--- src/srvd_cfg.svh ---
// Constants for the stop-recovery and voltage-detect block: register
// offsets, field positions, reset values and timing counts.
// Assumes an 8-bit register port and a 20 MHz system clock.
`ifndef SRVD_CFG_SVH
`define SRVD_CFG_SVH

// Register offsets on the 8-bit register port
`define SRVD_SMR_ADDR 8'h0B
`define SRVD_LVD_ADDR 8'h0C
`define SRVD_IRQ_ADDR 8'h0D
`define SRVD_IMR_ADDR 8'h0E
`define SRVD_STAT_ADDR 8'h10
`define SRVD_MASK_ADDR 8'h11

// Stop-recovery control fields
`define SRVD_SMR_FLAG_BIT 7
`define SRVD_SMR_POL_BIT 6
`define SRVD_SMR_DLY_BIT 5
`define SRVD_SMR_SRC_HI 4
`define SRVD_SMR_SRC_LO 2
`define SRVD_SMR_DIV_BIT 0

// Voltage-detect control fields
`define SRVD_LVD_HIGH_BIT 2
`define SRVD_LVD_LOW_BIT 1
`define SRVD_LVD_EN_BIT 0

// Interrupt request and mask bit for the low-voltage request
`define SRVD_IRQ_LOW_BIT 5

// Event status bits
`define SRVD_EV_LOW 0
`define SRVD_EV_HIGH 1
`define SRVD_EV_RECOV 2
`define SRVD_EV_VALID 3
`define SRVD_EV_W 4

// Reset values
`define SRVD_SMR_RST 8'h00
`define SRVD_LVD_RST 8'h00
`define SRVD_IRQ_RST 8'h00
`define SRVD_IMR_RST 8'h00
`define SRVD_MASK_RST 4'h0

// Timing
`define SRVD_CLK_MHZ 20
`define SRVD_SETTLE_NS 20000
`define SRVD_SETTLE_CYC ((`SRVD_SETTLE_NS * `SRVD_CLK_MHZ + 999) / 1000)
`define SRVD_PRESCALE 16

`endif

--- src/srvd_pkg.sv ---
// Types shared by the stop-recovery and voltage-detect modules.
// Constants live in srvd_cfg.svh.
package srvd_pkg;

  typedef enum logic [2:0]
  {
    srvd_st_idle = 3'b001,
    srvd_st_settle = 3'b010,
    srvd_st_valid = 3'b100
  } srvd_settle_state_type;

endpackage

--- src/srvd_settle_if.sv ---
// Handshake between the register logic and the settle timer.
// Both ends share one clock.
`timescale 1ns/1ps
interface srvd_settle_if;
  logic enable;
  logic valid;

  modport timer
  (
    input enable,
    output valid
  );

  modport ctrl
  (
    output enable,
    input valid
  );
endinterface

--- src/srvd_settle_timer.sv ---
// Settle timer: flags become valid a fixed time after detection is enabled.
// Assumes enable is a synchronous level from the register logic.
`timescale 1ns/1ps
`include "srvd_cfg.svh"
module srvd_settle_timer
  import srvd_pkg::*;
(
  input wire logic clock_in,
  input wire logic sys_rst_in,
  srvd_settle_if.timer tif
);
  localparam logic [9:0] SETTLE_LAST = 10'(`SRVD_SETTLE_CYC - 1);

  srvd_settle_state_type state_q;
  srvd_settle_state_type state_d;
  logic [9:0] count_q;
  logic [9:0] count_d;

  always_comb
  begin
    state_d = state_q;
    count_d = count_q;
    case (state_q)
      srvd_st_idle:
      begin
        count_d = 10'h000;
        if (tif.enable)
          state_d = srvd_st_settle;
      end
      srvd_st_settle:
      begin
        count_d = count_q + 10'h001;
        if (!tif.enable)
          state_d = srvd_st_idle;
        else if (count_q == SETTLE_LAST)
          state_d = srvd_st_valid;
      end
      srvd_st_valid:
      begin
        if (!tif.enable)
          state_d = srvd_st_idle;
      end
      default:
      begin
        state_d = srvd_st_idle;
        count_d = 10'h000;
      end
    endcase
  end

  always_ff @(posedge clock_in)
  begin
    if (sys_rst_in)
    begin
      state_q <= srvd_st_idle;
      count_q <= 10'h000;
    end
    else
    begin
      state_q <= state_d;
      count_q <= count_d;
    end
  end

  assign tif.valid = (state_q == srvd_st_valid);
endmodule // srvd_settle_timer

--- src/srvd_sync.sv ---
// Two-flop synchroniser for asynchronous level inputs.
// Assumes inputs are slow levels; multi-bit words are not coherent.
`timescale 1ns/1ps
module srvd_sync
#(
  parameter int W = 1
)
(
  input wire logic clock_in,
  input wire logic sys_rst_in,
  input wire logic [W-1:0] async_in,
  output logic [W-1:0] sync_out
);
  logic [W-1:0] meta_q;
  logic [W-1:0] meta_d;
  logic [W-1:0] sync_q;
  logic [W-1:0] sync_d;

  always_comb
  begin
    meta_d = async_in;
    sync_d = meta_q;
  end

  always_ff @(posedge clock_in)
  begin
    if (sys_rst_in)
    begin
      meta_q <= '0;
      sync_q <= '0;
    end
    else
    begin
      meta_q <= meta_d;
      sync_q <= sync_d;
    end
  end

  assign sync_out = sync_q;
endmodule // srvd_sync

--- src/srvd_top.sv ---
// Stop-recovery control and supply voltage detection, with register port.
// Assumes sys_rst_in is the power-on reset; wake sources and comparators
// are asynchronous and are synchronised here.
// Functional notes
// Stop-recovery bit 7 is read-only, set by hardware on stop recovery, cleared only by power-on reset.
// All other stop-recovery bits are write-only and read back as zero.
// Stop-recovery bit 6 picks a low or high level of the wake source as the trigger.
// Stop-recovery bit 5 selects the reset delay after recovery.
// Stop-recovery bits 4 to 2 select the wake-up source.
// Stop-recovery bit 0 divides the system and timer clocks by sixteen.
// Voltage detection runs only while voltage-detect bit 0 is set, cleared at reset.
// The voltage flags count as valid only 20 us after detection is enabled.
// Voltage-detect bit 2 is set only while supply is above the upper threshold, zero at reset.
// Voltage-detect bit 1 is set only while supply is below the lower threshold, zero at reset.
// With detection enabled, the low-voltage flag raises request five.
// Request five latches the low-voltage condition until software or reset clears it.
// Request five is serviced only when its mask bit is set, else it is just a flag.
// Software disables detection before entering stop mode.
// Software leaves the port mode register alone while checking for low voltage.
// Software enables interrupts before enabling detection to catch power-up low voltage.
// Voltage-detect bits 7 to 3 ignore writes and read as zero.
`timescale 1ns/1ps
`include "srvd_cfg.svh"
module srvd_top
  import srvd_pkg::*;
(
  // Clock and power-on reset
  input wire logic clock_in,
  input wire logic sys_rst_in,
  // Register port
  input wire logic [7:0] reg_addr_in,
  input wire logic [7:0] reg_wdata_in,
  input wire logic reg_wr_in,
  input wire logic reg_rd_in,
  output logic [7:0] reg_rdata_out,
  // Stop-mode recovery side
  input wire logic [7:0] wake_sources_in,
  input wire logic stop_recovered_in,
  output logic recovery_trigger_out,
  output logic long_reset_delay_out,
  output logic clock_div16_out,
  output logic timer_clock_tick_out,
  // Analog comparators
  input wire logic upper_cmp_in,
  input wire logic lower_cmp_in,
  output logic detect_enable_out,
  output logic high_voltage_flag_out,
  output logic low_voltage_flag_out,
  // Interrupts
  output logic low_voltage_interrupt_request_out,
  output logic low_voltage_service_out,
  output logic irq_out
);

  // Address match, shared by the write and read decoders
  function automatic logic hit(input logic [7:0] a, input logic [7:0] off);
    hit = (a == off);
  endfunction

  // Synchronised inputs
  // The wake word is not coherent; only the selected bit matters
  logic [7:0] wake_s;
  logic [1:0] cmp_s;
  logic recov_s;

  srvd_sync #(.W(8)) u_sync_wake
  (
    .clock_in(clock_in),
    .sys_rst_in(sys_rst_in),
    .async_in(wake_sources_in),
    .sync_out(wake_s)
  );

  srvd_sync #(.W(3)) u_sync_misc
  (
    .clock_in(clock_in),
    .sys_rst_in(sys_rst_in),
    .async_in({stop_recovered_in, upper_cmp_in, lower_cmp_in}),
    .sync_out({recov_s, cmp_s})
  );

  // Settle timer
  srvd_settle_if sif();

  srvd_settle_timer u_settle
  (
    .clock_in(clock_in),
    .sys_rst_in(sys_rst_in),
    .tif(sif)
  );

  // Control registers
  logic [6:0] smr_q;
  logic [6:0] smr_d;
  logic recov_flag_q;
  logic recov_flag_d;
  logic det_en_q;
  logic det_en_d;
  logic [`SRVD_EV_W-1:0] mask_q;
  logic [`SRVD_EV_W-1:0] mask_d;

  logic wr_smr;
  logic wr_lvd;
  logic wr_irq;
  logic wr_imr;
  logic wr_mask;

  assign sif.enable = det_en_q;

  always_comb
  begin
    wr_smr = reg_wr_in && hit(reg_addr_in, `SRVD_SMR_ADDR);
    wr_lvd = reg_wr_in && hit(reg_addr_in, `SRVD_LVD_ADDR);
    wr_irq = reg_wr_in && hit(reg_addr_in, `SRVD_IRQ_ADDR);
    wr_imr = reg_wr_in && hit(reg_addr_in, `SRVD_IMR_ADDR);
    wr_mask = reg_wr_in && hit(reg_addr_in, `SRVD_MASK_ADDR);
    smr_d = smr_q;
    if (wr_smr)
      smr_d = reg_wdata_in[6:0];
    // Only power-on reset clears the recovery flag; writes do not touch it
    recov_flag_d = recov_flag_q | recov_s;
    det_en_d = det_en_q;
    if (wr_lvd)
      det_en_d = reg_wdata_in[`SRVD_LVD_EN_BIT];
    mask_d = mask_q;
    if (wr_mask)
      mask_d = reg_wdata_in[`SRVD_EV_W-1:0];
  end

  always_ff @(posedge clock_in)
  begin
    if (sys_rst_in)
    begin
      smr_q <= 7'(`SRVD_SMR_RST);
      recov_flag_q <= 1'b0;
      det_en_q <= 1'(`SRVD_LVD_RST);
      mask_q <= `SRVD_MASK_RST;
    end
    else
    begin
      smr_q <= smr_d;
      recov_flag_q <= recov_flag_d;
      det_en_q <= det_en_d;
      mask_q <= mask_d;
    end
  end

  // Voltage flags, gated until the comparators have settled
  // Unpowered comparators float, so the enable gates the flags as well
  logic high_flag_q;
  logic high_flag_d;
  logic low_flag_q;
  logic low_flag_d;

  always_comb
  begin
    high_flag_d = det_en_q && sif.valid && cmp_s[1];
    low_flag_d = det_en_q && sif.valid && cmp_s[0];
  end

  always_ff @(posedge clock_in)
  begin
    if (sys_rst_in)
    begin
      high_flag_q <= 1'b0;
      low_flag_q <= 1'b0;
    end
    else
    begin
      high_flag_q <= high_flag_d;
      low_flag_q <= low_flag_d;
    end
  end

  // Request five and its mask; the request follows the flag's next value
  // so both change on the same edge
  logic low_voltage_interrupt_request_q;
  logic low_voltage_interrupt_request_d;
  logic imr5_q;
  logic imr5_d;

  always_comb
  begin
    imr5_d = imr5_q;
    if (wr_imr)
      imr5_d = reg_wdata_in[`SRVD_IRQ_LOW_BIT];
    // Software may write the request bit either way; a pending low-voltage
    // condition wins so the event is not lost in the clearing cycle
    low_voltage_interrupt_request_d = low_voltage_interrupt_request_q;
    if (wr_irq)
      low_voltage_interrupt_request_d = reg_wdata_in[`SRVD_IRQ_LOW_BIT];
    if (low_flag_d)
      low_voltage_interrupt_request_d = 1'b1;
  end

  always_ff @(posedge clock_in)
  begin
    if (sys_rst_in)
    begin
      low_voltage_interrupt_request_q <= 1'b0;
      imr5_q <= 1'b0;
    end
    else
    begin
      low_voltage_interrupt_request_q <= low_voltage_interrupt_request_d;
      imr5_q <= imr5_d;
    end
  end

  // Recovery trigger and clock prescaler
  logic trig_q;
  logic trig_d;
  logic [3:0] pre_q;
  logic [3:0] pre_d;
  logic tick_q;
  logic tick_d;

  always_comb
  begin
    // Polarity bit set: a high level triggers; clear: a low level
    trig_d = wake_s[smr_q[`SRVD_SMR_SRC_HI:`SRVD_SMR_SRC_LO]]
             ^ ~smr_q[`SRVD_SMR_POL_BIT];
    // The prescaler runs free, so turning the divider on mid-count only
    // shifts the phase of the first tick
    pre_d = pre_q + 4'h1;
    if (smr_q[`SRVD_SMR_DIV_BIT])
      tick_d = (pre_q == 4'(`SRVD_PRESCALE - 1));
    else
      tick_d = 1'b1;
  end

  always_ff @(posedge clock_in)
  begin
    if (sys_rst_in)
    begin
      trig_q <= 1'b0;
      pre_q <= 4'h0;
      tick_q <= 1'b0;
    end
    else
    begin
      trig_q <= trig_d;
      pre_q <= pre_d;
      tick_q <= tick_d;
    end
  end

  // Event status: sticky, cleared by reading, set wins over the clear
  logic [`SRVD_EV_W-1:0] prev_q;
  logic [`SRVD_EV_W-1:0] prev_d;
  logic [`SRVD_EV_W-1:0] stat_q;
  logic [`SRVD_EV_W-1:0] stat_d;
  logic [`SRVD_EV_W-1:0] rise;
  logic rd_stat;
  logic irq_q;
  logic irq_d;
  logic svc_q;
  logic svc_d;

  always_comb
  begin
    prev_d = {sif.valid, recov_flag_q, high_flag_q, low_flag_q};
    rise = prev_d & ~prev_q;
    // irq_out trails a flag by two cycles: one for status, one for itself
    rd_stat = reg_rd_in && hit(reg_addr_in, `SRVD_STAT_ADDR);
    stat_d = stat_q;
    if (rd_stat)
      stat_d = '0;
    stat_d = stat_d | rise;
    irq_d = |(stat_q & mask_q);
    svc_d = low_voltage_interrupt_request_q && imr5_q;
  end

  always_ff @(posedge clock_in)
  begin
    if (sys_rst_in)
    begin
      prev_q <= '0;
      stat_q <= '0;
      irq_q <= 1'b0;
      svc_q <= 1'b0;
    end
    else
    begin
      prev_q <= prev_d;
      stat_q <= stat_d;
      irq_q <= irq_d;
      svc_q <= svc_d;
    end
  end

  // Read port: data stands in the cycle after the strobe only
  // Write-only bits read as zero; only the status read has a side effect
  logic [7:0] rdata_q;
  logic [7:0] rdata_d;

  always_comb
  begin
    rdata_d = 8'h00;
    if (reg_rd_in)
    begin
      if (hit(reg_addr_in, `SRVD_SMR_ADDR))
        rdata_d[`SRVD_SMR_FLAG_BIT] = recov_flag_q;
      else if (hit(reg_addr_in, `SRVD_LVD_ADDR))
      begin
        rdata_d[`SRVD_LVD_HIGH_BIT] = high_flag_q;
        rdata_d[`SRVD_LVD_LOW_BIT] = low_flag_q;
        rdata_d[`SRVD_LVD_EN_BIT] = det_en_q;
      end
      else if (hit(reg_addr_in, `SRVD_IRQ_ADDR))
        rdata_d[`SRVD_IRQ_LOW_BIT] = low_voltage_interrupt_request_q;
      else if (hit(reg_addr_in, `SRVD_IMR_ADDR))
        rdata_d[`SRVD_IRQ_LOW_BIT] = imr5_q;
      else if (hit(reg_addr_in, `SRVD_STAT_ADDR))
        rdata_d[`SRVD_EV_W-1:0] = stat_q;
      else if (hit(reg_addr_in, `SRVD_MASK_ADDR))
        rdata_d[`SRVD_EV_W-1:0] = mask_q;
      else
        rdata_d = 8'h00;
    end
  end

  always_ff @(posedge clock_in)
  begin
    if (sys_rst_in)
      rdata_q <= 8'h00;
    else
      rdata_q <= rdata_d;
  end

  assign reg_rdata_out = rdata_q;
  assign recovery_trigger_out = trig_q;
  assign long_reset_delay_out = smr_q[`SRVD_SMR_DLY_BIT];
  assign clock_div16_out = smr_q[`SRVD_SMR_DIV_BIT];
  assign timer_clock_tick_out = tick_q;
  assign detect_enable_out = det_en_q;
  assign high_voltage_flag_out = high_flag_q;
  assign low_voltage_flag_out = low_flag_q;
  assign low_voltage_interrupt_request_out = low_voltage_interrupt_request_q;
  assign low_voltage_service_out = svc_q;
  assign irq_out = irq_q;
endmodule // srvd_top
--- config.mk ---
export PLATFORM = sky130hd
export DESIGN_NAME = srvd_top
export DESIGN_NICKNAME = d
export VERILOG_FILES = /design/src/srvd_pkg.sv /design/src/srvd_settle_if.sv /design/src/srvd_settle_timer.sv /design/src/srvd_sync.sv /design/src/srvd_top.sv
export VERILOG_INCLUDE_DIRS = /design/src
export SDC_FILE = /design/constraint.sdc
export NUM_CORES = 1
export LEC_CHECK = 0
export ABC_AREA = 1
export BUFFER_PORTS_ARGS = -buffer_cell sky130_fd_sc_hd__buf_4
export CAP_MARGIN = 20
export CORE_MARGIN = 2
export CORE_UTILIZATION = 40
export DETAILED_ROUTE_END_ITERATION = 10
export HOLD_SLACK_MARGIN = 0.06
export SLEW_MARGIN = 20
export SYNTH_ARGS = -nofsm -noshare
export SYNTH_HDL_FRONTEND = slang
export SYNTH_HIERARCHICAL = 1
export SYNTH_SLANG_ARGS = --single-unit
--- constraint.sdc ---
create_clock -name clock_in -period 2.5 [get_ports clock_in]
set_clock_uncertainty 0.15 [all_clocks]
set_input_delay 0.25 -clock clock_in [delete_from_list [all_inputs] [get_ports clock_in]]
set_output_delay 0.25 -clock clock_in [all_outputs]
set_load 0.02 [all_outputs]
# == Word level (Yosys, flattened, before mapping) ==
# Cells that the tools add are included.
# word_totals
register_bits,76
latch_bits,0
ram_bits,0
romBits,0
inputBits,31
out_inout_bits,18
word_cells,89
memories,0
# op_classes
n_addsub,2
n_mul,0
div,0
n_lt_le_gt_ge,1
eq_ne,14
shifts,0
mux,20
bitwise,8
reduce_logical,18
# ops
cell,count
8-bit by 4-bit == test with 1-bit output (second input constant),4
10-bit one-hot mux with 2 select lines,1
8-bit by 5-bit == test with 1-bit output (second input constant),2
4-bit 2-to-1 mux,4
3-bit 2-to-1 mux,5
10-bit by 1-bit adder with 10-bit output (second input constant),1
10-bit by 9-bit == test with 1-bit output (second input constant),1
1-bit logical AND,10
3-bit one-hot mux with 3 select lines,1
4-bit bitwise AND,2
4-bit OR reduction,2
1-bit 2-to-1 mux,7
6-bit OR reduction,1
5-bit 2-to-1 mux,1
5-bit OR reduction,1
4-bit by 1-bit adder with 4-bit output (second input constant),1
4-bit == test (second input constant),1
3-bit by 4-bit < comparator with 1-bit output (second input constant),1
2-bit inequality test (second input constant),2
4-bit inverter,1
4-bit bitwise OR,1
1-bit binary-select mux with 3-bit select,1
3-bit by 1-bit == test with 1-bit output (second input constant),1
3-bit by 2-bit == test with 1-bit output (second input constant),1
9 further kinds,10

# == Depth between registers and ports, before layout ==
# Gate-level depths: netlist of the first run.
# logic_depth
ltp_word,6
mapped_depth,8
depth_no_buf,8

# == Modules after synthesis ==
# Netlist of the first run, hierarchy kept.
# modules_own_cells
module,n_inst,cells_each,area_per_inst_um2,seq_area_each_um2
srvd_top,1,234,1686.6,760.7
srvd_settle_timer,1,108,724.4,260.2
srvd_sync at u_sync_wake,1,50,474.2,320.3
srvd_sync at u_sync_misc,1,18,165.2,120.1

# == Worst setup path after synthesis of the first run ==
# Ideal clock, no wire load.
# synth_timing
kind,register to register
startpoint,register u_settle.count_q[0]
endpoint,register u_settle.count_q[8]
setup_time_ps,115
arrival_time_ps,1044
required_ps,2235
slack_ps,1191
stages_incl_launch_ff,9
path_buffers,0
synth_period_minus_slack_ps,1309
path_cell_list,dfxtp_1 -> ha_1 -> nand2_1 -> nor2_2 -> nand2_2 -> nor2_2 -> nor2_1 -> o21bai_1 -> nor2_1
# synth_via
elab_chain_cells,2
# synth_lines
element,line,rtl
start: declaration,srvd_settle_timer.sv:16,logic [9:0] count_q;
start signal: assignment,srvd_settle_timer.sv:61,count_q <= count_d;
10-bit by 1-bit adder with 10-bit output,srvd_settle_timer.sv:32,count_d = count_q + 10'h001;
10-bit one-hot mux with 2 select lines,srvd_settle_timer.sv:23,case (state_q)
# No other way between the ends.
# A chain may end at the register's enable or synchronous reset.

# == Worst setup path after layout of the first run ==
# layout_timing
startpoint,register u_settle.state_q[1]
endpoint,register low_voltage_interrupt_request_q (netlist: low_voltage_interrupt_request_out)
# layout_via
elab_chain_cells,4
elab_cells_between_ends,5
cone_classes,1 x eq/ne; 1 x mux; 3 x reduce/logical
# layout_lines
element,line,rtl
start: declaration,srvd_settle_timer.sv:14,srvd_settle_state_type state_q;
start signal: assignment,srvd_settle_timer.sv:55,state_q <= srvd_st_idle;
start signal: assignment,srvd_settle_timer.sv:60,state_q <= state_d;
3-bit == test (*),srvd_settle_timer.sv:65,assign tif.valid = (state_q == srvd_st_valid);
via sif.valid,srvd_settle_if.sv:6,logic valid;
1-bit logical AND (*) (2 in a row),srvd_top.sv:158,low_flag_d = det_en_q && sif.valid && cmp_s[0];
1-bit 2-to-1 mux / 2-bit nonzero test (equally long branches),-,
end signal: assignment,srvd_top.sv:205,low_voltage_interrupt_request_q <= low_voltage_interrupt_request_d;
end: declaration,srvd_top.sv:177,logic low_voltage_interrupt_request_q;
# Mark *: on every way through the listed nets, which the timed path passes. The rest lies on a longest branch.

==> results.txt, run 1 <==
critical path endpoint - low_voltage_interrupt_request_out
vias in the first global route - 2405
Critical Path Start Type - register
cell with the most instances after synthesis - nand2_1
r2r setup slk - 910 ps
endpoints failing hold - 0
CTS Buffer Depth - 2
syn avg cell area - 7.44 um2
Worst slew margin - 0.646
crit path launch - u_settle/state_q[1]
Req. time, crit path - 2620 ps
delay of the slowest cell on the worst path - 490 ps
largest cells by area after synthesis - dfxtp_1 48%, nand2_1 9.2%, inv_1 8.1%
P per Cell Area - 571 nW/um2
P&R area growth vs syn - 24.5%
RSZ-0062 raised after global routing - false
largest net degree at the start of global routing - 44
Die ar. - 8340 um2
number of buffers created by CTS - 9
CTS tree - done
Hold Path Class - in2reg
maximum vdd drop - 0.000380 V
CP Cell Sequence - nor3_4 -> nand3_1 -> nand2_1 -> nand2_1 -> a21oi_2
H-tree levels - 3
first-pass iteration count of the detailed router - 4
slowest CP cell - nor3_4
Cells after Synth - 410
first-pass GRT wire length - 10600 um
Worst Setup Path Type - reg2reg
wire per inst - 10.6 um
Post-DP HPWL - 4180 um
ANT nets after route - 0
Max Cap Viol - 0
DR iter-0 viols - 64
Min Clock Period, post-route - 1590 ps
Initial Util - 0.416
CP arrival - 1710 ps
DR vias - 2630
synth unique cells - 33
number of synthesized flops with an enable pin - 0
initial antenna violation count - 0
DR vias/cell - 4.54
share of cells above drive strength 1 - 0.181
mapped cell area - 3050 um2
share of Yosys cell area claimed by the top area cell type - 0.479
Port-buffer cells - 45
Antenna Cells - 0
Final nets - 508
total power - 2.17 mW
commonest cells in the netlist - 75 x nand2_1, 73 x dfxtp_1, 66 x inv_1
Total GRT Usage - 0.159
max-slew violations - 0
status - finished clean
Placer Congestion - 0.852
Worst-path clk slew - 80 ps
row count - 31
DRT Wirelength - 6120 um
crit-path most repeated cell - nand2_1
Worst setup EP type - register
global route overflow - 0
Static Leak - 1.66 nW
worst r2r path cells - 5
DIE HEIGHT - 91.3 um
Synth Register Bits - 73
Die Width - 91.3 um
reg2reg end - low_voltage_interrupt_request_out
Top FF cell, synth - dfxtp_1
Max Freq - 0.630 GHz
Finished Core Util - 0.518
# IOs - 49
final setup violating endpoints - 0
later-pin clock latency in the skew report - 340 ps
Syn. warnings - 6
Fin Setup TNS - 0 ps
CTS Root Cell - clkbuf_8
Core Area - 7330 um2
Crit Path Max Fanout - 13
Final Cycle Share - 0.635
Post-synth ARST share - 0
worst-margin pin slew - 529 ps
Clock Sinks - 73
post-synth top area cell - dfxtp_1
DRC viols - 0
reg-to-reg startpoint - u_settle/state_q[1]
post-synthesis sequential area ratio - 0.479
layout make-up:
type | instances | area, um2
Fill cell | 721 | 3530
Sequential cell | 73 | 1460
Multi-Input combinational cell | 255 | 1230
Timing Repair Buffer | 64 | 526
Inverter | 72 | 278
Clock buffer | 12 | 145
Tap cell | 99 | 124
Clock inverter | 4 | 28.8
critical path: cells and delay by family (launching register included):
| family | cells | cell delay (ps) |
|---|---|---|
| and+or+nand+nor | 4 | 910 |
| DFF | 1 | 350 |
| AOI/OAI and AO/OA | 1 | 100 |
timing repair:
action	in CTS	in global routing
endpoints found under the hold margin	23	0
hold buffers	18	0
resized for setup	0	0
setup buffers	0	0
state kept, by name (all words and copies together), names as in the netlist, 3 cells and up:
register	count
stat_q	4
u_settle/state_q	3
smr_q	6
u_settle/count_q	10
u_sync_misc/sync_out	3
mask_q	4
reg_rdata_out	6
prev_q	4
u_sync_wake/meta_q	8
u_sync_misc/meta_q	3
pre_q	4
u_sync_wake/sync_out	8
layer usage:
metal	track usage	routed length [um]	up-vias
li1	-	-	1401
met1	0.200	3050	1181
met2	0.256	2770	42
met3	0.0349	211	6
met4	0.0808	87	0
met5	0	0	-
cells in the final DEF (no fill, tap or decap), types with 3 or more instances in the layout:
cell           count
nand2_1           75
dfxtp_1           73
inv_1             66
nor2_1            61
buf_4             46
nand3_1           39
a21oi_1           29
dlygate4sd3_1     18
nand4_1           10
clkbuf_8          10
nand2_2            6
nor2_2             6
o21ai_0            5
nor2_4             3
inv_2              3
nand3_2            3
where the power goes:
part	switching, mW	internal, mW	leakage, nW
Sequential	0.00851	1.19	0.594
Clock	0.433	0.388	0.0826
Combinational	0.0783	0.0718	0.984
Total	0.520	1.65	1.66
worst min path at each step:
stage,end,startpoint,cells past startpoint
6_report,reg_rdata_out[7],reg_rd_in,3
4_1_cts,reg_rdata_out[7],reg_rd_in,3
2_1_floorplan,u_sync_misc/meta_q[0],sys_rst_in,1
5_1_grt,reg_rdata_out[7],reg_rd_in,3
3_3_place_gp,u_sync_wake/sync_out[0],u_sync_wake/meta_q[0],2
3_5_place_dp,u_sync_wake/sync_out[1],u_sync_wake/meta_q[1],2
per-stage QoR:
stage,area [um2],std cells,setup slack [ps],hold WS [ps]
after floorplan,3050,411,1190,171
after global placement,3440,545,929,242
after detailed placement,3440,545,919,243
after CTS,3800,579,902,64.6
after global routing,3800,579,786,129
final,3800,579,912,90.2
kinds of logic after synthesis:
| group | count (synthesis) | synth area share |
|---|---|---|
| simple gates | 210 | 0.320 |
| buf+inv | 83 | 0.117 |
| flops | 73 | 0.479 |
| compound gates | 40 | 0.0718 |
| fa+ha+maj | 2 | 0.00820 |
| xor+xnor | 1 | 0.00287 |
| other cells | 1 | 0.00123 |
No activity file was read; power rests on OpenSTA's default activity.
==> run 2, diff against run 1 <==
--- a/config.mk
+++ b/config.mk
@@ -6,7 +6,7 @@
 export SDC_FILE = /design/constraint.sdc
 export NUM_CORES = 1
 export LEC_CHECK = 0
-export ABC_AREA = 1
+export ABC_AREA = 0
 export BUFFER_PORTS_ARGS = -buffer_cell sky130_fd_sc_hd__buf_4
 export CAP_MARGIN = 20
 export CORE_MARGIN = 2
==> constraint.sdc (replaced) <==
create_clock -name clock_in -period 1.35 [get_ports clock_in]
set_clock_uncertainty 0.15 [all_clocks]
set_input_delay 0.135 -clock clock_in [delete_from_list [all_inputs] [get_ports clock_in]]
set_output_delay 0.135 -clock clock_in [all_outputs]
set_load 0.02 [all_outputs]
==> run 2 against run 1 <==
  * The run now ends with negative hold slack, negative setup slack left
  * First-iteration DRC count increased by 39%
  * Sequential cell count stayed put
  * Combinational power up 130%
  * Largest power group unchanged
==> results.txt, run 2 <==
maximum vdd drop - 0.000528 V (+39%)
initial antenna violation count - 0 (unchanged)
number of synthesized flops with an enable pin - 0 (unchanged)
endpoints failing hold - 2 (+2)
filler cell count - 613 (-15%)
met3 Usage GRT - 0.0335 (-0.00133)
worst r2r path cells - 3 (-2)
synth unique cells - 57 (+73%)
worst-margin pin slew - 555 ps (+26.2 ps)
Req. time, crit path - 1460 ps (-1160 ps)
# IOs - 49 (unchanged)
Post-DP HPWL - 4600 um (+9.9%)
sequential share of power - 0.546 (-0.006)
post-synth top area cell - dfxtp_1
Min Clock Period, post-route - 1610 ps (+22.9 ps)
slowest CP cell - or4b_1
switching power - 0.974 mW (+87%)
total power - 4.04 mW (+86%)
met2 GRT Util - 0.291 (+0.0346)
DR vias - 2517 (-4.3%)
share of Yosys cell area claimed by the top area cell type - 0.493 (+0.0144)
status - finished with violations
Worst slew margin - 0.625 (-0.0212)
busiest grt layer - met2
Synth Register Bits - 73 (unchanged)
wire per inst - 13.2 um (+25%)
H-tree levels - 3 (unchanged)
vias in the first global route - 2537 (+5.5%)
largest net degree at the start of global routing - 22 (-50%)
global route overflow - 0 (unchanged)
WHS - -11.0 ps (-101 ps)
Placer Congestion - 0.840 (-1.5%)
DR iter-0 viols - 89 (+39%)
CP bufs+invs - 0 (unchanged)
Total GRT Usage - 0.177 (+0.0181)
Int Power - 3.07 mW (+86%)
syn avg cell area - 10.2 um2 (+37%)
CTS Buffer Depth - 2 (unchanged)
P&R area growth vs syn - 47.7%
mapped cell area - 2960 um2 (-2.9%)
Crit Path Max Fanout - 3 (-10)
Fin Setup TNS - -2060 ps (-2060 ps)
ANT nets after route - 0 (unchanged)
Top reg by flops - u_settle/count_q
delay of the slowest cell on the worst path - 490 ps (about the same)
share of cells above drive strength 1 - 0.403 (+0.222)
DR vias/cell - 4.91 (+8.0%)
CP arrival - 1720 ps (about the same)
post-synthesis sequential area ratio - 0.493 (+0.0144)
clock group share of total power - 0.368 (-0.011)
DRC viols - 0 (unchanged)
hold path depth - 4 (+1)
Cells after Synth - 291 (-29%)
final setup violating endpoints - 15 (+15)
Final nets - 442 (-13%)
max-slew violations - 0 (unchanged)
CTS Root Cell - clkbuf_8
Switching Fraction - 0.241 (+0.00120)
max reg flops - 10 (unchanged)
cell with the most instances after synthesis - dfxtp_1
RSZ-0062 raised after global routing - true
DIE HEIGHT - 90.0 um (-1.4%)
DRT Wirelength - 6800 um (+11%)
largest cells by area after synthesis - dfxtp_1 49%, mux2i_1 4.4%, nor2b_1 3.8%
Clock Sinks - 73 (unchanged)
Comb power frac - 0.086 (+0.017)
Worst setup EP type - register
Die Width - 90.0 um (-1.4%)
Port-buffer cells - 45 (unchanged)
Max Freq - 0.621 GHz (-1.4%)
Core Area - 7210 um2 (-1.6%)
Die ar. - 8110 um2 (-2.8%)
P per Cell Area - 924 nW/um2 (+62%)
Antenna Cells - 0 (unchanged)
Levels on crit path - 3 (-2)
Hold-fix buffers, CTS - 24 (+6)
setup ws final - -261 ps (-1170 ps)
Worst-path clk slew - 80 ps (about the same)
most frequent cells in the layout - 83 x buf_4, 63 x dfxtp_1, 24 x dlygate4sd3_1
later-pin clock latency in the skew report - 340 ps (about the same)
Max Cap Viol - 0 (unchanged)
met1 Track Usage GR - 0.215 (+0.0147)
row count - 31 (unchanged)
CTS tree - done
Syn. warnings - 6 (unchanged)
Top FF cell, synth - dfxtp_1
Static Leak - 1.77 nW (+6.4%)
commonest cells in the netlist - 73 x dfxtp_1, 18 x nand3_1, 18 x nor2b_1
most common cell after layout, fill and taps aside - buf_4
Hold Path Class - in2reg
first-pass iteration count of the detailed router - 4 (unchanged)
Worst Setup Path Type - reg2reg
failing checks - negative hold slack, negative setup slack
first-pass GRT wire length - 11600 um (+8.7%)
CP top delay family - simple AND/OR/NAND/NOR gates
Post-synth ARST share - 0 (unchanged)
Final Cycle Share - 1.19 (+0.558)
Critical Path Start Type - register
Initial Util - 0.411 (-0.00560)
CP Cell Sequence - or4b_1 -> or4_1 -> a31oi_1
number of buffers created by CTS - 9 (unchanged)
[run 2: worst paths after layout]
| path | start | endpoint | slack, ps |
|---|---|---|---|
| setup reg to reg | u_settle/state_q[2] | u_settle/count_q[9] | -260 |
| hold / removal | reg_addr_in[6] | reg_rdata_out[0] | -10 |
| hold reg to reg | u_sync_misc/sync_out[2] | recov_flag_q | 290 |
| setup / recovery | u_settle/state_q[2] | u_settle/count_q[9] | -260 |
[run 2: worst min-delay path: stages]
cell	delay (ps)
buf_4	120
nor4b_1	50
nand4_1	80
a21oi_1	60
[run 2: kinds of logic (layout without fill, tap and decap cells)]
group	count (synthesis)	count (layout)	share of synthesized area
mux	18	18	0.0705
fa+ha+maj	2	2	0.00845
flops	73	73	0.493
xor+xnor	3	3	0.00887
simple gates	130	130	0.285
other cells	1	2	0.00127
compound gates	39	39	0.0938
buf+inv	25	147	0.0384
[run 2: layer usage]
metal | vias to the layer above | wire length (um) | share of wire
li1 | 1277 | - | -
met1 | 1166 | 3090 | 0.45
met2 | 57 | 3280 | 0.48
met3 | 17 | 227 | 0.033
met4 | 0 | 198 | 0.029
met5 | - | 0 | 0
[run 2: power groups by stage]
stage	clock network (mW)	registers (mW)	logic, mW
floorplan	0	2.26	0.135
global placement	0	2.26	0.288
detailed placement	0	2.27	0.291
CTS	1.54	2.21	0.342
global route	1.63	2.21	0.380
finish	1.49	2.21	0.347
[run 2: final cells by class]
| class | count | area (um2) | share of cell area |
|---|---|---|---|
| flip-flops and latches | 73 | 1480 | 0.339 |
| clock buffers | 10 | 128 | 0.0292 |
| well taps | 99 | 124 | 0.0283 |
| multi-input cells | 194 | 1540 | 0.353 |
| inverters | 12 | 45.0 | 0.0103 |
| repair buffers | 119 | 1010 | 0.230 |
| clock inverters | 6 | 45.0 | 0.0103 |
[run 2: metrics by stage]
stage	util	instance area, um2	setup WS [ps]	instances
after detailed placement	0.514	3700	-233	464
after global routing	0.606	4370	-322	513
after CTS	0.587	4230	-267	509
after global placement	0.514	3700	-234	464
final	0.606	4370	-261	513
after floorplan	-	3000	-167	292
[run 2: repair_timing]
action,in CTS,in global routing
gates resized for setup,21,26
pin swaps,8,16
hold endpoints to repair,34,8
setup buffers,7,5
endpoints found under the setup margin,14,24
==> run 3, diff against run 2 <==
--- a/config.mk
+++ b/config.mk
@@ -11,6 +11,7 @@
 export CAP_MARGIN = 20
 export CORE_MARGIN = 2
 export CORE_UTILIZATION = 40
+export CTS_BUF_LIST = sky130_fd_sc_hd__clkbuf_4 sky130_fd_sc_hd__clkbuf_8
 export DETAILED_ROUTE_END_ITERATION = 10
 export HOLD_SLACK_MARGIN = 0.06
 export SLEW_MARGIN = 20
==> run 3 against run 2 <==
  * The run still ends with negative hold slack, negative setup slack left
  * Hold slack hardly changed
  * Utilization is 0.052 points higher
  * Clock power hardly changed
  * Design area hardly changed
  * Non-clock buffer count stayed put
  * Largest power group unchanged
  * Combinational power hardly changed
  * Highest routed layer unchanged
  * Sequential power hardly changed
  * Count of clock-buffer cells in the layout stayed put
  * Register-to-register slack hardly changed
  * Global-route usage stayed put
  * Critical endpoint unchanged
  * Largest cell class unchanged
  * First-iteration DRC count is 1.1% higher
==> results.txt, run 3 (synthesis results as in run 2) <==
Clock Sinks - 73 (unchanged)
Hold Path Class - in2reg
pre-CTS setup slack - -233 ps (unchanged)
vias in the first global route - 2537 (unchanged)
P per Cell Area - 928 nW/um2 (+0.41%)
ANT nets after route - 0 (unchanged)
most common cell after layout, fill and taps aside - buf_4
WHS - -11.0 ps (+0.0188 ps)
first-pass GRT wire length - 11600 um (unchanged)
CP bufs+invs - 0 (unchanged)
failing checks - negative hold slack, negative setup slack
Final nets - 442 (unchanged)
CP top delay family - simple AND/OR/NAND/NOR gates
Finished Core Util - 0.607 (about the same)
Req. time, crit path - 1460 ps (about the same)
slowest CP cell - or4b_1
Worst-path clk slew - 80 ps (about the same)
Critical Path Start Type - register
CP Cell Sequence - or4b_1 -> or4_1 -> a31oi_1
reg2reg end - u_settle/count_q[9]
initial antenna violation count - 0 (unchanged)
clock group share of total power - 0.371 (+0.003)
final setup violating endpoints - 15 (unchanged)
Worst setup EP type - register
Die Width - 90.0 um (unchanged)
CP arrival - 1720 ps (about the same)
P&R area growth vs syn - 47.8% (about the same)
DR vias/cell - 4.91 (unchanged)
share of cells above drive strength 1 - 0.406 (+0.00242)
number of buffers created by CTS - 9 (unchanged)
DR iter-0 viols - 90 (+1.1%)
DRC viols - 0 (unchanged)
Int Power - 3.09 mW (+0.66%)
Post-DP HPWL - 4600 um (unchanged)
Comb power frac - 0.085 (about the same)
CTS tree - done
Core Area - 7210 um2 (unchanged)
total power - 4.06 mW (+0.50%)
later-pin clock latency in the skew report - 340 ps (about the same)
hold path start - reg_addr_in[6]
switching power - 0.974 mW (about the same)
maximum vdd drop - 0.000528 V (about the same)
max reg flops - 10 (unchanged)
Worst slew margin - 0.625 (unchanged)
sequential share of power - 0.544 (-0.002)
Top reg by flops - u_settle/count_q
Min Clock Period, post-route - 1610 ps (unchanged)
wire per inst - 13.2 um (about the same)
first-pass iteration count of the detailed router - 4 (unchanged)
Port-buffer cells - 45 (unchanged)
Switching Fraction - 0.240 (-0.00118)
Hold-fix buffers, CTS - 24 (unchanged)
setup ws final - -261 ps (unchanged)
DIE HEIGHT - 90.0 um (unchanged)
Hold EP - reg_rdata_out[0]
Static Leak - 1.77 nW (+0.19%)
H-tree levels - 3 (unchanged)
hold path depth - 4 (unchanged)
Crit Path Max Fanout - 3 (unchanged)
reg-to-reg startpoint - u_settle/state_q[2]
largest net degree at the start of global routing - 22 (unchanged)
delay of the slowest cell on the worst path - 490 ps (about the same)
Initial Util - 0.411 (unchanged)
Final Cycle Share - 1.19 (unchanged)
Total GRT Usage - 0.177 (unchanged)
most frequent cells in the layout - 83 x buf_4, 63 x dfxtp_1, 24 x dlygate4sd3_1
RSZ-0062 raised after global routing - true
max-slew violations - 0 (unchanged)
endpoints failing hold - 2 (unchanged)
status - finished with violations
# IOs - 49 (unchanged)
global route overflow - 0 (unchanged)
DR vias - 2517 (unchanged)
CTS Buffer Depth - 2 (unchanged)
worst-margin pin slew - 555 ps (unchanged)
Max Freq - 0.621 GHz (unchanged)
worst r2r path cells - 3 (unchanged)
Worst Setup Path Type - reg2reg
Die ar. - 8110 um2 (unchanged)
CTS Root Cell - clkbuf_8
Antenna Cells - 0 (unchanged)
filler cell count - 613 (unchanged)
row count - 31 (unchanged)
DRT Wirelength - 6800 um (about the same)
Placer Congestion - 0.840 (unchanged)
r2r setup slk - -260 ps (about the same)
Max Cap Viol - 0 (unchanged)
[run 3: changes by cell type in the layout (fill, tap and decap cells not counted)]
cell | before | now
clkbuf_1 | 1 | 0
clkbuf_4 | 0 | 1
[run 3: final cells by class]
type	count	area, um2	area share
inverter	12	45.0	0.0103
tap	99	124	0.0283
clock inverter	6	45.0	0.0103
clock buffer	10	131	0.0300
sequential	73	1480	0.338
timing repair buffer	119	1010	0.230
multi-input combinational	194	1540	0.352
[run 3: worst register-to-register path: cells and delay by family (launching register included)]
family,cells,cell delay [ps]
compound gates,1,150
flops,1,340
simple gates,2,900
[run 3: how the worst max path moves through the flow]
stage / start / to / slack (ps) / depth (start not counted)
3_3_place_gp: reg_addr_in[2] / reg_rdata_out[2] / -230 / 5
3_5_place_dp: u_settle/count_q[9] / u_settle/count_q[9] / -230 / 3
5_1_grt: u_settle/count_q[9] / u_settle/count_q[9] / -320 / 3
6_report: u_settle/state_q[2] / u_settle/count_q[9] / -260 / 3
4_1_cts: u_settle/count_q[9] / u_settle/count_q[9] / -270 / 3
2_1_floorplan: u_settle/state_q[2] / u_settle/count_q[9] / -170 / 3
[run 3: stage by stage]
stage / instance area [um2] / TNS [ps] / cells
global route: 4380 / -3110 / 513
CTS: 4240 / -1800 / 509
floorplan: 3000 / -830 / 292
finish: 4380 / -2060 / 513
detailed placement: 3700 / -4270 / 464
global placement: 3700 / -4160 / 464
[run 3: repair_timing]
action / in CTS / in global routing
pin swaps: 8 / 16
setup buffers: 7 / 5
resized for setup: 21 / 26
hold endpoints to repair: 34 / 8
endpoints found under the setup margin: 14 / 24
[run 3: layer usage]
| metal | track usage | share of wire |
|---|---|---|
| met1 | 0.215 | 0.45 |
| met5 | 0 | 0 |
| met4 | 0.109 | 0.029 |
| met2 | 0.291 | 0.48 |
| met3 | 0.0335 | 0.033 |
[run 3: power by group through the flow]
| stage | Combinational [mW] | Sequential, mW | Clock [mW] |
|---|---|---|---|
| after global routing | 0.380 | 2.21 | 1.65 |
| final | 0.347 | 2.21 | 1.51 |
| after CTS | 0.342 | 2.21 | 1.56 |
| after detailed placement | 0.291 | 2.27 | 0 |
| after global placement | 0.288 | 2.26 | 0 |
| after floorplan | 0.135 | 2.26 | 0 |
